## src/ibo_pkg.sv

```systemverilog
// Constants and types shared by the isolated bitstream output block
package ibo_pkg;
  // ==========================================
  // Data path widths
  localparam int IBO_IN_W = 16;
  localparam int IBO_INT_W = 24;
  localparam int IBO_FIFO_DEPTH = 8;
  localparam int IBO_MARK_W = 7;
  // ==========================================
  // Clipping level in millivolts, 1.25 V
  localparam logic signed [15:0] IBO_VCLIP_MV = 16'h04E2;
  // Integrator saturation bound
  localparam logic signed [23:0] IBO_INT_LIM = 24'h00_8000;
  // Marker slot inside a 128-bit clipped run
  localparam logic [6:0] IBO_MARK_SLOT = 7'h7F;
  localparam logic [6:0] IBO_MARK_RST = 7'h00;
  // ==========================================
  // Reset values
  localparam logic IBO_DOUT_RST = 1'b0;
  localparam logic [2:0] IBO_SYNC_RST = 3'h0;
  // ==========================================
  // Output modes, Gray coded along nosupply, run, clip
  typedef enum logic [1:0] {
    IBO_NOSUP = 2'b00,
    IBO_RUN = 2'b01,
    IBO_CLIP = 2'b11
  } ibo_mode_e;
endpackage

```

## src/ibo_bitstream.sv

```systemverilog
// Isolated bitstream output: sample FIFO, second order modulator, clip marker, fail-safe
`timescale 1ns/1ps
`default_nettype none

// ==========================================
// Sample FIFO
module ibo_fifo #(
  parameter int WIDTH = 16,
  parameter int DEPTH = 8
) (
  // Clock and reset
  input wire logic ref_clk,
  input wire logic nrst,
  // Fill side
  input wire logic in_valid,
  input wire logic [WIDTH-1:0] in_data,
  output logic in_ready,
  // Drain side
  output logic out_valid,
  output logic [WIDTH-1:0] out_data,
  input wire logic out_ready
);
  localparam int AW = $clog2(DEPTH);
  localparam logic [AW:0] FULL_CNT = (AW+1)'(DEPTH);
  logic [WIDTH-1:0] mem_ff [DEPTH];
  logic [AW-1:0] wr_ptr_ff;
  logic [AW-1:0] rd_ptr_ff;
  logic [AW:0] cnt_ff;
  logic [AW:0] nxt_cnt;
  logic push;
  logic pop;
  assign push = in_valid && in_ready;
  assign pop = out_valid && out_ready;
  assign out_valid = (cnt_ff != '0);
  assign out_data = mem_ff[rd_ptr_ff];
  always_comb begin
    nxt_cnt = cnt_ff;
    if (push && !pop) begin
      nxt_cnt = cnt_ff + 1'b1;
    end else if (pop && !push) begin
      nxt_cnt = cnt_ff - 1'b1;
    end
  end

  always_ff @(posedge ref_clk or negedge nrst) begin
    if (!nrst) begin
      cnt_ff <= '0;
      in_ready <= 1'b0;
    end else begin
      cnt_ff <= nxt_cnt;
      in_ready <= (nxt_cnt != FULL_CNT);
    end
  end

  always_ff @(posedge ref_clk or negedge nrst) begin
    if (!nrst) begin
      wr_ptr_ff <= '0;
      rd_ptr_ff <= '0;
    end else begin
      if (push) begin
        wr_ptr_ff <= (wr_ptr_ff == AW'(DEPTH-1)) ? '0 : wr_ptr_ff + 1'b1;
      end
      if (pop) begin
        rd_ptr_ff <= (rd_ptr_ff == AW'(DEPTH-1)) ? '0 : rd_ptr_ff + 1'b1;
      end
    end
  end

  always_ff @(posedge ref_clk) begin
    if (push) begin
      mem_ff[wr_ptr_ff] <= in_data;
    end
  end
  property p_full_blocks;
    @(posedge ref_clk) disable iff (!nrst) (cnt_ff == FULL_CNT) |-> !in_ready;
  endproperty
  a_full_blocks: assert property (p_full_blocks) else $error("fifo ready while full");
endmodule

// ==========================================
// Top level
module ibo_bitstream
  import ibo_pkg::*;
(
  // Clock and reset
  input wire logic ref_clk,
  input wire logic nrst,
  // Pins from the far side and the high side
  input wire logic conversion_clock_in,
  input wire logic high_side_supply,
  // Differential input samples in millivolts, signed
  input wire logic in_valid,
  input wire logic [IBO_IN_W-1:0] in_data,
  output logic in_ready,
  // Modulator bitstream
  output logic bitstream_out
);
  // ==========================================
  // Pin synchronisers
  logic [2:0] clk_sync_ff;
  logic [2:0] sup_sync_ff;
  logic clk_lvl_ff;
  logic supply_ok_ff;
  logic conv_tick_ff;

  always_ff @(posedge ref_clk or negedge nrst) begin
    if (!nrst) begin
      clk_sync_ff <= IBO_SYNC_RST;
      sup_sync_ff <= IBO_SYNC_RST;
    end else begin
      clk_sync_ff <= {clk_sync_ff[1:0], conversion_clock_in};
      sup_sync_ff <= {sup_sync_ff[1:0], high_side_supply};
    end
  end
  // Accepted levels change only once stages two and three agree
  always_ff @(posedge ref_clk or negedge nrst) begin
    if (!nrst) begin
      clk_lvl_ff <= 1'b0;
      supply_ok_ff <= 1'b0;
      conv_tick_ff <= 1'b0;
    end else begin
      conv_tick_ff <= 1'b0;
      if (clk_sync_ff[1] == clk_sync_ff[2]) begin
        clk_lvl_ff <= clk_sync_ff[2];
        conv_tick_ff <= clk_sync_ff[2] && !clk_lvl_ff;
      end
      if (sup_sync_ff[1] == sup_sync_ff[2]) begin
        supply_ok_ff <= sup_sync_ff[2];
      end
    end
  end
  // ==========================================
  // Sample buffer, drained one word per conversion edge
  logic fifo_valid;
  logic [IBO_IN_W-1:0] fifo_data;
  logic signed [IBO_IN_W-1:0] vin_ff;
  ibo_fifo #(
    .WIDTH(IBO_IN_W),
    .DEPTH(IBO_FIFO_DEPTH)
  ) u_fifo (
    .ref_clk(ref_clk),
    .nrst(nrst),
    .in_valid(in_valid),
    .in_data(in_data),
    .in_ready(in_ready),
    .out_valid(fifo_valid),
    .out_data(fifo_data),
    .out_ready(conv_tick_ff)
  );
  always_ff @(posedge ref_clk or negedge nrst) begin
    if (!nrst) begin
      vin_ff <= '0;
    end else if (conv_tick_ff && fifo_valid) begin
      vin_ff <= signed'(fifo_data);
    end
  end

  // ==========================================
  // Mode selection
  ibo_mode_e mode_ff;
  ibo_mode_e nxt_mode;
  logic clip_neg_ff;
  logic in_over;
  logic in_under;
  assign in_over = (vin_ff >= IBO_VCLIP_MV);
  assign in_under = (vin_ff <= -IBO_VCLIP_MV);
  always_comb begin
    case (mode_ff)
      IBO_NOSUP,
      IBO_RUN,
      IBO_CLIP: begin
        if (!supply_ok_ff) begin
          nxt_mode = IBO_NOSUP;
        end else if (in_over || in_under) begin
          nxt_mode = IBO_CLIP;
        end else begin
          nxt_mode = IBO_RUN;
        end
      end
      default: begin
        nxt_mode = IBO_NOSUP;
      end
    endcase
  end
  // Mode advances only on conversion edges, so a paused clock freezes mode, integrators, marker count and output bit
  always_ff @(posedge ref_clk or negedge nrst) begin
    if (!nrst) begin
      mode_ff <= IBO_NOSUP;
      clip_neg_ff <= 1'b0;
    end else if (conv_tick_ff) begin
      mode_ff <= nxt_mode;
      clip_neg_ff <= in_under;
    end
  end
  // ==========================================
  // Second order modulator, feedback is +/- the clipping level
  logic signed [IBO_INT_W-1:0] int1_ff;
  logic signed [IBO_INT_W-1:0] int2_ff;
  logic signed [IBO_INT_W-1:0] nxt_int1;
  logic signed [IBO_INT_W-1:0] nxt_int2;
  logic signed [IBO_INT_W-1:0] vin_ext;
  logic signed [IBO_INT_W-1:0] fb;
  function automatic logic signed [IBO_INT_W-1:0] sat(input logic signed [IBO_INT_W:0] v);
    logic signed [IBO_INT_W:0] lim;
    lim = {IBO_INT_LIM[IBO_INT_W-1], IBO_INT_LIM};
    if (v > lim) begin
      sat = IBO_INT_LIM;
    end else if (v < -lim) begin
      sat = -IBO_INT_LIM;
    end else begin
      sat = v[IBO_INT_W-1:0];
    end
  endfunction
  // One volt against 1.25 V clipping gives 90 % ones, minus one volt 10 %
  assign vin_ext = IBO_INT_W'(vin_ff);
  assign fb = bitstream_out ? IBO_INT_W'(IBO_VCLIP_MV) : -IBO_INT_W'(IBO_VCLIP_MV);
  assign nxt_int1 = sat((IBO_INT_W+1)'(int1_ff) + (IBO_INT_W+1)'(vin_ext) - (IBO_INT_W+1)'(fb));
  assign nxt_int2 = sat((IBO_INT_W+1)'(int2_ff) + (IBO_INT_W+1)'(nxt_int1)
                        - (IBO_INT_W+1)'(fb));
  // Integrators cleared outside the linear mode so a recovery starts balanced
  always_ff @(posedge ref_clk or negedge nrst) begin
    if (!nrst) begin
      int1_ff <= '0;
      int2_ff <= '0;
    end else if (conv_tick_ff) begin
      if (nxt_mode == IBO_RUN) begin
        int1_ff <= nxt_int1;
        int2_ff <= nxt_int2;
      end else begin
        int1_ff <= '0;
        int2_ff <= '0;
      end
    end
  end
  // ==========================================
  // Clip marker counter
  logic [IBO_MARK_W-1:0] mark_cnt_ff;
  logic mark_now;
  assign mark_now = (mark_cnt_ff == IBO_MARK_SLOT);
  always_ff @(posedge ref_clk or negedge nrst) begin
    if (!nrst) begin
      mark_cnt_ff <= IBO_MARK_RST;
    end else if (conv_tick_ff) begin
      if (nxt_mode != IBO_CLIP || mode_ff != IBO_CLIP || clip_neg_ff != in_under) begin
        mark_cnt_ff <= IBO_MARK_RST;
      end else begin
        mark_cnt_ff <= mark_cnt_ff + 1'b1;
      end
    end
  end

  // ==========================================
  // Output bit
  always_ff @(posedge ref_clk or negedge nrst) begin
    if (!nrst) begin
      bitstream_out <= IBO_DOUT_RST;
    end else if (conv_tick_ff) begin
      case (nxt_mode)
        IBO_NOSUP: begin
          bitstream_out <= 1'b0;
        end
        IBO_CLIP: begin
          if (mode_ff == IBO_CLIP && clip_neg_ff == in_under && mark_now) begin
            bitstream_out <= in_under;
          end else begin
            bitstream_out <= !in_under;
          end
        end
        default: begin
          bitstream_out <= (nxt_int2 >= 0);
        end
      endcase
    end
  end
  // ==========================================
  // Checks
  property p_change_on_edge;
    @(posedge ref_clk) disable iff (!nrst) $changed(bitstream_out) |-> $past(conv_tick_ff);
  endproperty
  a_change_on_edge: assert property (p_change_on_edge) else $error("output moved off edge");
  property p_failsafe;
    @(posedge ref_clk) disable iff (!nrst) (conv_tick_ff && !supply_ok_ff) |=> !bitstream_out;
  endproperty
  a_failsafe: assert property (p_failsafe) else $error("no supply but output high");
  property p_marker_neg;
    @(posedge ref_clk) disable iff (!nrst)
      (conv_tick_ff && supply_ok_ff && mode_ff == IBO_CLIP && clip_neg_ff && in_under && mark_now)
      |=> bitstream_out;
  endproperty
  a_marker_neg: assert property (p_marker_neg) else $error("missing low-clip marker");
  property p_clip_low;
    @(posedge ref_clk) disable iff (!nrst)
      (conv_tick_ff && supply_ok_ff && in_under && !(mode_ff == IBO_CLIP && clip_neg_ff && mark_now))
      |=> !bitstream_out;
  endproperty
  a_clip_low: assert property (p_clip_low) else $error("low clip not zero");
  property p_clip_high;
    @(posedge ref_clk) disable iff (!nrst)
      (conv_tick_ff && supply_ok_ff && in_over && !(mode_ff == IBO_CLIP && !clip_neg_ff && mark_now))
      |=> bitstream_out;
  endproperty
  a_clip_high: assert property (p_clip_high) else $error("high clip not one");
  property p_marker_single;
    @(posedge ref_clk) disable iff (!nrst)
      (conv_tick_ff && mode_ff == IBO_CLIP && nxt_mode == IBO_CLIP && mark_now)
      |=> (mark_cnt_ff == IBO_MARK_RST);
  endproperty
  a_marker_single: assert property (p_marker_single) else $error("marker not one slot");
  property p_int_bounded;
    @(posedge ref_clk) disable iff (!nrst)
      (int2_ff <= IBO_INT_LIM) && (int2_ff >= -IBO_INT_LIM) && (mode_ff != IBO_RUN ? int1_ff == 0 : 1'b1);
  endproperty
  a_int_bounded: assert property (p_int_bounded) else $error("integrator out of range");
  property p_freeze;
    @(posedge ref_clk) disable iff (!nrst)
      !conv_tick_ff |=> $stable(mode_ff) && $stable(mark_cnt_ff) && $stable(int2_ff);
  endproperty
  a_freeze: assert property (p_freeze) else $error("state moved without clock");
endmodule
`default_nettype wire

```

## config.mk

```make
export PLATFORM = sky130hd
export DESIGN_NAME = ibo_bitstream
export DESIGN_NICKNAME = d
export VERILOG_FILES = /design/src/ibo_pkg.sv /design/src/ibo_bitstream.sv
export SDC_FILE = /design/constraint.sdc
export NUM_CORES = 1
export LEC_CHECK = 0
export ABC_AREA = 1
export BUFFER_PORTS_ARGS = -buffer_cell sky130_fd_sc_hd__buf_2
export CAP_MARGIN = 25
export CORE_MARGIN = 2
export CORE_UTILIZATION = 45
export CTS_CLUSTER_DIAMETER = 60
export CTS_CLUSTER_SIZE = 14
export DETAILED_ROUTE_END_ITERATION = 10
export PLACE_DENSITY = 0.71
export SLEW_MARGIN = 20
export SYNTH_ARGS = -nofsm -noshare
export SYNTH_HDL_FRONTEND = slang
export SYNTH_SLANG_ARGS = --single-unit
```

## constraint.sdc

```tcl
create_clock -name ref_clk -period 20.4 [get_ports ref_clk]
set_clock_uncertainty 0.1 [all_clocks]
set_input_delay 2.04 -clock ref_clk [delete_from_list [all_inputs] [get_ports ref_clk]]
set_output_delay 2.04 -clock ref_clk [all_outputs]
set_load 0.02 [all_outputs]
```

# ---- Word level (Yosys, flattened, before mapping)
# Memories as Yosys holds them, arrays and structs flattened. A register that Yosys moved wholly into a read port is not among the register bits.
# Index checks and enable logic that the tools add are counted.
dict set report totals {
  output_inout_bits 2
  regBits 79
  mem_count 1
  latch_bits 0
  in_bits 21
  romBits 0
  ramBits 128
}
# name words width rd rd_clocked_by_memory_dff write_ports line_no
set mem_list {}
lappend mem_list {u_fifo.mem_ff 8 16 1 1 1 ibo_bitstream.sv:25} ;# logic [WIDTH-1:0] mem_ff [DEPTH];
dict set report classes {
  n_lt_le_gt_ge 7
  div_mod_pow 0
  muxes 20
  multipliers 0
  n_shift 0
  bitwise_logic 0
  n_reduce_logical 19
  n_eq_ne 14
  n_addsub 9
}
# op n
set ops {}
lappend ops {{24-bit 2-to-1 mux} 7}
lappend ops {{25-bit by 17-bit greater-than comparator with 1-bit output, second input constant} 2}
lappend ops {{25-bit by 16-bit less-than comparator with 1-bit output, second input constant} 2}
lappend ops {{25-bit by 24-bit subtractor with 25-bit output} 2}
lappend ops {{24-bit by 16-bit adder with 25-bit output} 1}
lappend ops {{24-bit by 24-bit adder with 25-bit output} 1}
lappend ops {{24-bit by 1-bit greater-or-equal comparator with 1-bit output, second input constant} 1}
lappend ops {{16-bit by 12-bit greater-or-equal comparator with 1-bit output, second input constant} 1}
lappend ops {{16-bit by 12-bit <= comparator with 1-bit output, second input constant} 1}
lappend ops {{4-bit 2-to-1 mux} 2}
lappend ops {{7-bit by 1-bit adder with 7-bit output, second input constant} 1}
lappend ops {{7-bit == test, second input constant} 1}
lappend ops {{1-bit logical AND} 7}
lappend ops {{7-bit 2-to-1 mux} 1}
lappend ops {{3-bit by 1-bit adder with 3-bit output, second input constant} 2}
lappend ops {{3-bit == test, second input constant} 2}
lappend ops {{2-bit 2-to-1 mux} 3}
lappend ops {{3-bit 2-to-1 mux} 2}
lappend ops {{1-bit zero test} 5}
lappend ops {{4-bit by 1-bit adder with 4-bit output, second input constant} 1}
lappend ops {{2-bit by 1-bit == test with 1-bit output, second input constant} 2}
lappend ops {{2-bit == test, second input constant} 2}
lappend ops {{2-bit zero test} 2}
lappend ops {{1-bit 2-to-1 mux} 4}
lappend ops {{9 further kinds} 14}

# ---- Longest topological paths before layout
# Gate-level depths: netlist of run 1.
dict set report logic_depth {
  word_depth 12
  mapped_depth 43
}

# ---- Hierarchy
# Synthesis of run 1 repeated with hierarchy kept, for this count alone.
dict set report hier_totals {
  cells_unflattened 1810
  area_unflattened_um2 14500.2
}
# module seq_area_each_um2 cells_each n_inst area_per_inst_um2
set by_module_without_submodules {}
lappend by_module_without_submodules {ibo_bitstream 2102.0 1341 1 8811.0}
lappend by_module_without_submodules {ibo_fifo 4119.0 469 1 5689.2}

# ---- Worst setup path after synthesis of run 1
# No wires, ideal clock.
dict set report synth_timing {
  kind {flip-flop to flip-flop}
  from {register bitstream_out}
  to {register int2_ff[13]}
  setup_ps 76
  t_required_ps 20224
  path_buffers 2
  path_slack_ps 12757
  synth_period_minus_slack_ps 7643
  path_stages_with_launch 35
  arrival_ps 7467
  path_cell_list {dfrtp_1 > inv_1 > fa_1 > inv_1 > ha_1 > a21oi_1 > nand2_1 > a21oi_2 > nand4_4 > nand2_8 > nand2_4 > nor2_4 > nand3_4 > buf_6 > a21oi_2 > nand2_1 > fa_1 > inv_1 > ha_1 > nand2_1 > inv_1 > a21oi_1 > nor2_1 > nor2_1 > nand2_1 > nand2_1 > nand2_1 > nor2_1 > nand2_1 > nor2_1 > nand2_1 > nand2_2 > buf_4 > nand2_1 > o21ai_1}
}
dict set report synth_between {
  elab_chain_len 11
}
# item line_no
set synth_lines {}
lappend synth_lines {{start, declared} ibo_bitstream.sv:96} ;# output logic bitstream_out
lappend synth_lines {{start signal, assigned} ibo_bitstream.sv:264} ;# bitstream_out <= in_under;
lappend synth_lines {{start signal, assigned} ibo_bitstream.sv:266} ;# bitstream_out <= !in_under;
lappend synth_lines {{start signal, assigned} ibo_bitstream.sv:270} ;# bitstream_out <= (nxt_int2 >= 0);
lappend synth_lines {{24-bit 2-to-1 mux (*)} ibo_bitstream.sv:216} ;# assign fb = bitstream_out ? IBO_INT_W'(IBO_VCLIP_MV) : -IBO_INT_W'(IBO_VCLIP_MV);
lappend synth_lines {{25-bit by 24-bit subtractor with 25-bit output} ibo_bitstream.sv:217} ;# assign nxt_int1 = sat((IBO_INT_W+1)'(int1_ff) + (IBO_INT_W+1)'(vin_ext) - (IBO_INT_W+1)'(fb));
lappend synth_lines {{25-bit by 16-bit less-than comparator with 1-bit output} ibo_bitstream.sv:208} ;# end else if (v < -lim) begin
lappend synth_lines {{24-bit 2-to-1 mux} ibo_bitstream.sv:208}
lappend synth_lines {{24-bit 2-to-1 mux} ibo_bitstream.sv:206} ;# if (v > lim) begin
lappend synth_lines {{24-bit by 24-bit adder with 25-bit output} ibo_bitstream.sv:218} ;# assign nxt_int2 = sat((IBO_INT_W+1)'(int2_ff) + (IBO_INT_W+1)'(nxt_int1)
lappend synth_lines {{25-bit by 24-bit subtractor with 25-bit output (*)} ibo_bitstream.sv:219} ;# - (IBO_INT_W+1)'(fb));
lappend synth_lines {{25-bit by 16-bit less-than comparator with 1-bit output} ibo_bitstream.sv:208}
lappend synth_lines {{24-bit 2-to-1 mux} ibo_bitstream.sv:208}
lappend synth_lines {{24-bit 2-to-1 mux (*)} ibo_bitstream.sv:206}
lappend synth_lines {{24-bit 2-to-1 mux (*)} ibo_bitstream.sv:226} ;# if (nxt_mode == IBO_RUN) begin
lappend synth_lines {{end signal, assigned} ibo_bitstream.sv:228} ;# int2_ff <= nxt_int2;
lappend synth_lines {{end, declared} ibo_bitstream.sv:198} ;# logic signed [IBO_INT_W-1:0] int2_ff;
# Mark *: on every way between the ends. The rest lies on a longest branch, timed or not.
# A chain may end at the register's enable or synchronous reset.

# ---- Final worst setup path of run 1
dict set report layout_timing {
  from {register bitstream_out}
  to {register int2_ff[8]}
}
# Same word-level chain as after synthesis.

==> impl_metrics.ini, run 1 <==
[grt]
track_usage_pct = 21.5
antenna_found_initial = 1
grt_start_max_net_pins = 78
first_global_vias = 11300
grt_overflow = 0
grt_pass1_wl_um = 57500

[critical_path]
setup.worst_path.start_class = flop
crit_top_cell = nand2_1
worst_r2r_endpoint = int2_ff[8]
cp.required_ns = 20.75
r2r_slack_ns = 12.90
slowest_delay_ns = 0.68
crit_path_top_delay_cell = fa_1
rr_worst_depth = 30
critical_path_class = flop to flop
worstSetupEndpointType = flop
rr_startpoint = bitstream_out
crit_arrival_ns = 7.84
cp_max_fo = 40

[synth]
async_flop_share_pct = 42.6
synth-seq-cells = 223
ys.warnings.count = 0
synthTopCellsByCount = nand2_1, inv_1, nor2_1, edfxtp_1, dfrtp_1
netlist_area_um2 = 14300
syn_nets = 1857
ys_top_cells_by_area = edfxtp_1, dfrtp_1, nand2_1, inv_1, fa_1
synth_edf_count = 128
avgSynthCellArea_um2 = 8.27
synth_most_common_cell = nand2_1
synth_flop_cell = edfxtp_1
seq_area_frac_synth_pct = 43.4
netlist.area_leader.share_pct = 26.8
synthCells = 1733
synth_largest_area_cell = edfxtp_1
ys_types = 51

[timing]
period_share_pct = 36.7
setup_viol = 0
tightest_slew_ns = 0.875
timing.fmax_ghz = 0.133
hold_viol_final = 0
maxSlewHeadroom_pct = 41.6
drv_slew = 0
fin_crit_ns = 7.50
fin_ws_ns = 12.90
rsz0062_at_grt = false
setup_tns_ns = 0

[detailed_routing]
drt-met1-wl_um = 15600
firstDrtPassIters = 6
highest_layer = met5
routed-wl-met2_um = 16100
routed_wirelength_um = 34600
drt_iter0_markers = 973
wl_met3_um = 1760
final_antenna_net_count = 0
num_vias = 11300
viasPerCell = 5.21
drc = 0
wl_per_cell_um = 15.9

[hold_path]
whs_endpoint = clk_sync_ff[1]
min_path_type = flop to flop
worstHoldPathCells = 0
hp-start = clk_sync_ff[0]

[outcome]
status = completed

[clock_network]
htreeDepth = 1
clk_path_buf_depth = 3
cts_tree = built
cts.sink_count = 223
postCtsSetupBuffers = 0
numCtsBuffers = 23
cts.clk_slew.worst_paths_ns = 0.06
postCtsHoldBufs = 0
post_cts_resized = 0
clk_latency_ns = 0.54
clock-root-buffer = clkbuf_16

[placement]
hpwl_um = 25600
gp_congestion = 0.987
dpl_cell_area_um2 = 14900
place_ws_ns = 12.90
io_buffers = 22
dpl.cell_count = 2132

[layout]
fin_area_um2 = 15700
layout-drive-gt1-share_pct = 8.17
fin_nets = 1881
n_antenna_cell = 0
final_cells = 2176
area_delta_synth_final_pct = 9.59

[die]
die-area_um2 = 33300
die_x_um = 182
pin_count = 23
die_y_um = 182
std_cell_rows = 65
floorplan.initialDensity_pct = 45.5
core-area_um2 = 31500

[job]
cap_viol_max_count = 0
[cell usage in the layout (no fill, tap or decap), types with 10 or more instances in the layout]
master,instances
nand2_1,523
inv_1,262
nor2_1,151
edfxtp_1,128
dfrtp_1,93
nand3_1,76
o21ai_0,64
ha_1,59
nand4_1,47
fa_1,44
a21oi_1,35
clkbuf_16,24
buf_2,21
inv_2,19
o221ai_1,17
o211ai_1,17
o32ai_1,16
mux2i_1,16
buf_4,16
xor2_1,11
nand2_2,11
nor2_2,11
nor3_1,10
xnor2_1,10
[through the flow]
stage          hold slack [ns]  util (%)
2_1_floorplan            0.231         -
3_3_place_gp             0.234      47.3
3_5_place_dp             0.236      47.3
4_1_cts                  0.251      49.7
5_1_grt                  0.258      49.9
6_report                 0.248      49.9
[logic make-up (layout without fill, tap and decap cells)]
kind of cell,count (synthesis),count (layout),synth area share [%]
compound gates,181,181,8.20
simple gates,864,864,25.9
mux,16,16,1.12
buf+inv,323,364,8.66
xor+xnor,21,21,1.28
flops,223,223,43.4
fa+ha+maj,105,105,11.4
[critical path: cells and delay by family (launching register included)]
kind / cells / cell delay [ns]
simple gates: 19 / 2.88
fa+ha+maj: 4 / 1.88
buf+inv: 3 / 1.18
compound gates: 4 / 0.97
flops: 1 / 0.35
[area by class of cell]
type,count,area [µm²]
well taps,402,503
clock buffers,34,658
inverters,283,1060
multi-input cells,1187,6880
clock inverters,8,104
repair buffers,39,280
flip-flops and latches,223,6220
fillers,2943,15800
[sequential cells by signal (all words and copies together), names as in the netlist]
signal            count
u_fifo.mem_ff       128
int1_ff              24
int2_ff              24
vin_ff               16
mark_cnt_ff           7
u_fifo.cnt_ff         4
clk_sync_ff           3
sup_sync_ff           3
u_fifo.rd_ptr_ff      3
u_fifo.wr_ptr_ff      3
mode_ff               2
bitstream_out         1
clip_neg_ff           1
clk_lvl_ff            1
conv_tick_ff          1
supply_ok_ff          1
u_fifo.in_ready       1
[per-layer routing]
layer | vias up | global-route usage, %
met4 | 2 | 7.61
met3 | 76 | 2.65
li1 | 5665 | -
met5 | - | 0
met2 | 303 | 36.2
met1 | 5301 | 28.7
[how the worst max path moves through the flow]
stage,start,endpoint,slack (ns),depth (start not counted)
4_1_cts,bitstream_out,int2_ff[3],12.89,31
3_5_place_dp,bitstream_out,int2_ff[8],12.90,30
3_3_place_gp,bitstream_out,int2_ff[4],13.00,30
2_1_floorplan,bitstream_out,int2_ff[13],12.76,34
6_report,bitstream_out,int2_ff[8],12.90,30
5_1_grt,bitstream_out,int2_ff[3],12.12,34
Power of run 1 is left out: the tool's default activity adds up to more than one toggle a clock period on the data nets, which glitch-free logic cannot reach.
==> inputs of run 2 (changes only) <==
- clock period: 20.4 -> 7.15 ns (I/O delays scaled with it)
==> impl_metrics.ini, run 2 (synthesized netlist as in run 1, its figures left out) <==
[clock_network]
cts.sink_count = 223
htreeDepth = 1
clk_path_buf_depth = 3
cts_tree = built
numCtsBuffers = 23
cts.clk_slew.worst_paths_ns = 0.06
clk_latency_ns = 0.52
clock-root-buffer = clkbuf_16

[timing]
maxSlewHeadroom_pct = 49.4
timing.fmax_ghz = 0.148
rsz0062_at_grt = false
setup_viol = 0
fin_crit_ns = 6.73
tightest_slew_ns = 0.759
period_share_pct = 94.2
drv_slew = 0
setup_tns_ns = 0
hold_viol_final = 0

[layout]
n_antenna_cell = 0
ff_latch_area_um2 = 6230
top_register = u_fifo.mem_ff
area_delta_synth_final_pct = 9.81
fin_nets = 1889
multi_input_area_um2 = 6900
final_cell_mix = nand2_1, inv_1, nor2_1, edfxtp_1, dfrtp_1
final_common_cell = nand2_1
fillers = 2898
largest_register_ffs = 128
reg_top3 = u_fifo.mem_ff x128, int1_ff x24, int2_ff x24
layout-drive-gt1-share_pct = 8.75

[grt]
grt_pass1_wl_um = 57900
grt_overflow = 0
track_usage_pct = 21.7
antenna_found_initial = 2
first_global_vias = 11300
grt_start_max_net_pins = 81

[critical_path]
worstSetupEndpointType = flop
crit_path_top_delay_cell = dfrtp_4
critical_path_class = flop to flop
r2r_slack_ns = 0.42
rr_worst_depth = 30
crit_arrival_ns = 7.06
setup.worst_path.start_class = flop
worst_r2r_endpoint = int2_ff[8]
cp_max_fo = 18
crit_top_cell = nand2_1
slowest_delay_ns = 0.58
rr_startpoint = bitstream_out
cp.required_ns = 7.48

[job]
cap_viol_max_count = 0

[die]
core-area_um2 = 31500
die_x_um = 182
die-area_um2 = 33300
std_cell_rows = 65
floorplan.initialDensity_pct = 45.5
pin_count = 23
die_y_um = 182

[detailed_routing]
final_antenna_net_count = 0
num_vias = 11600
wl_per_cell_um = 16.3
viasPerCell = 5.31
firstDrtPassIters = 6
routed_wirelength_um = 35600
drt_iter0_markers = 997
drc = 0

[hold_path]
hp-start = conversion_clock_in
whs_endpoint = clk_sync_ff[0]
worstHoldPathCells = 1
min_path_type = input pin to flop

[outcome]
status = completed

[placement]
gp_congestion = 0.994
io_buffers = 22
hpwl_um = 25900
==> run 2: cell types whose count changed in the layout (fill, tap and decap cells not counted), sizes merged <==
cell,previous run,this run
buf,39,45
inv,287,286
clkinvlp,0,2
dlygate4sd3,0,1
nand2,539,540
clkinv,3,2
==> run 2: through the flow <==
stage,setup WS [ns],std cells,utilization (%),hold slack [ns],instance area (µm²)
after global routing,0.0107,2184,50.0,0.193,15700
after floorplan,0.541,1733,-,0.231,14300
after detailed placement,0.404,2135,47.4,0.236,14900
after CTS,0.370,2178,49.7,0.185,15700
after global placement,0.532,2135,47.4,0.233,14900
final,0.416,2184,50.0,0.207,15700
==> run 2: metal layers <==
| layer | global-route usage, % | wire [µm] |
|---|---|---|
| met3 | 2.47 | 2290 |
| met1 | 29.6 | 15700 |
| met4 | 6.26 | 1010 |
| met5 | 0 | 27 |
| met2 | 36.6 | 16600 |
==> run 2: cell type report <==
cell class	count	area share, %
multi-input combinational	1188	43.9
clock inverter	8	0.620
timing repair buffer	46	2.03
sequential	223	39.5
inverter	283	6.77
tap	402	3.20
clock buffer	34	3.98
==> run 2: critical path, delay by kind of cell, from the launching register on <==
family                   cells  cell delay (ns)
AND/OR/NAND/NOR             22             3.14
adder cells (fa/ha/maj)      4             1.73
AO/OA/AOI/OAI                3             0.80
flip-flops                   1             0.58
buffers and inverters        1             0.25
==> run 2: what timing repair did <==
item,in CTS,in global routing
hold endpoints to repair,15,0
endpoints found under the setup margin,0,24
resized for setup,0,7
buffers inserted,0,4
hold buffers,1,0
==> run 2: how the worst max path moves through the flow <==
stage | start | to | depth (start not counted) | slack, ns
detailed placement | bitstream_out | int2_ff[8] | 30 | 0.40
floorplan | bitstream_out | int2_ff[13] | 34 | 0.54
finish | bitstream_out | int2_ff[8] | 30 | 0.42
global route | bitstream_out | int2_ff[8] | 36 | 0.01
global placement | bitstream_out | int2_ff[8] | 29 | 0.53
CTS | bitstream_out | int2_ff[8] | 30 | 0.37
Power of run 2 is left out for the same reason.
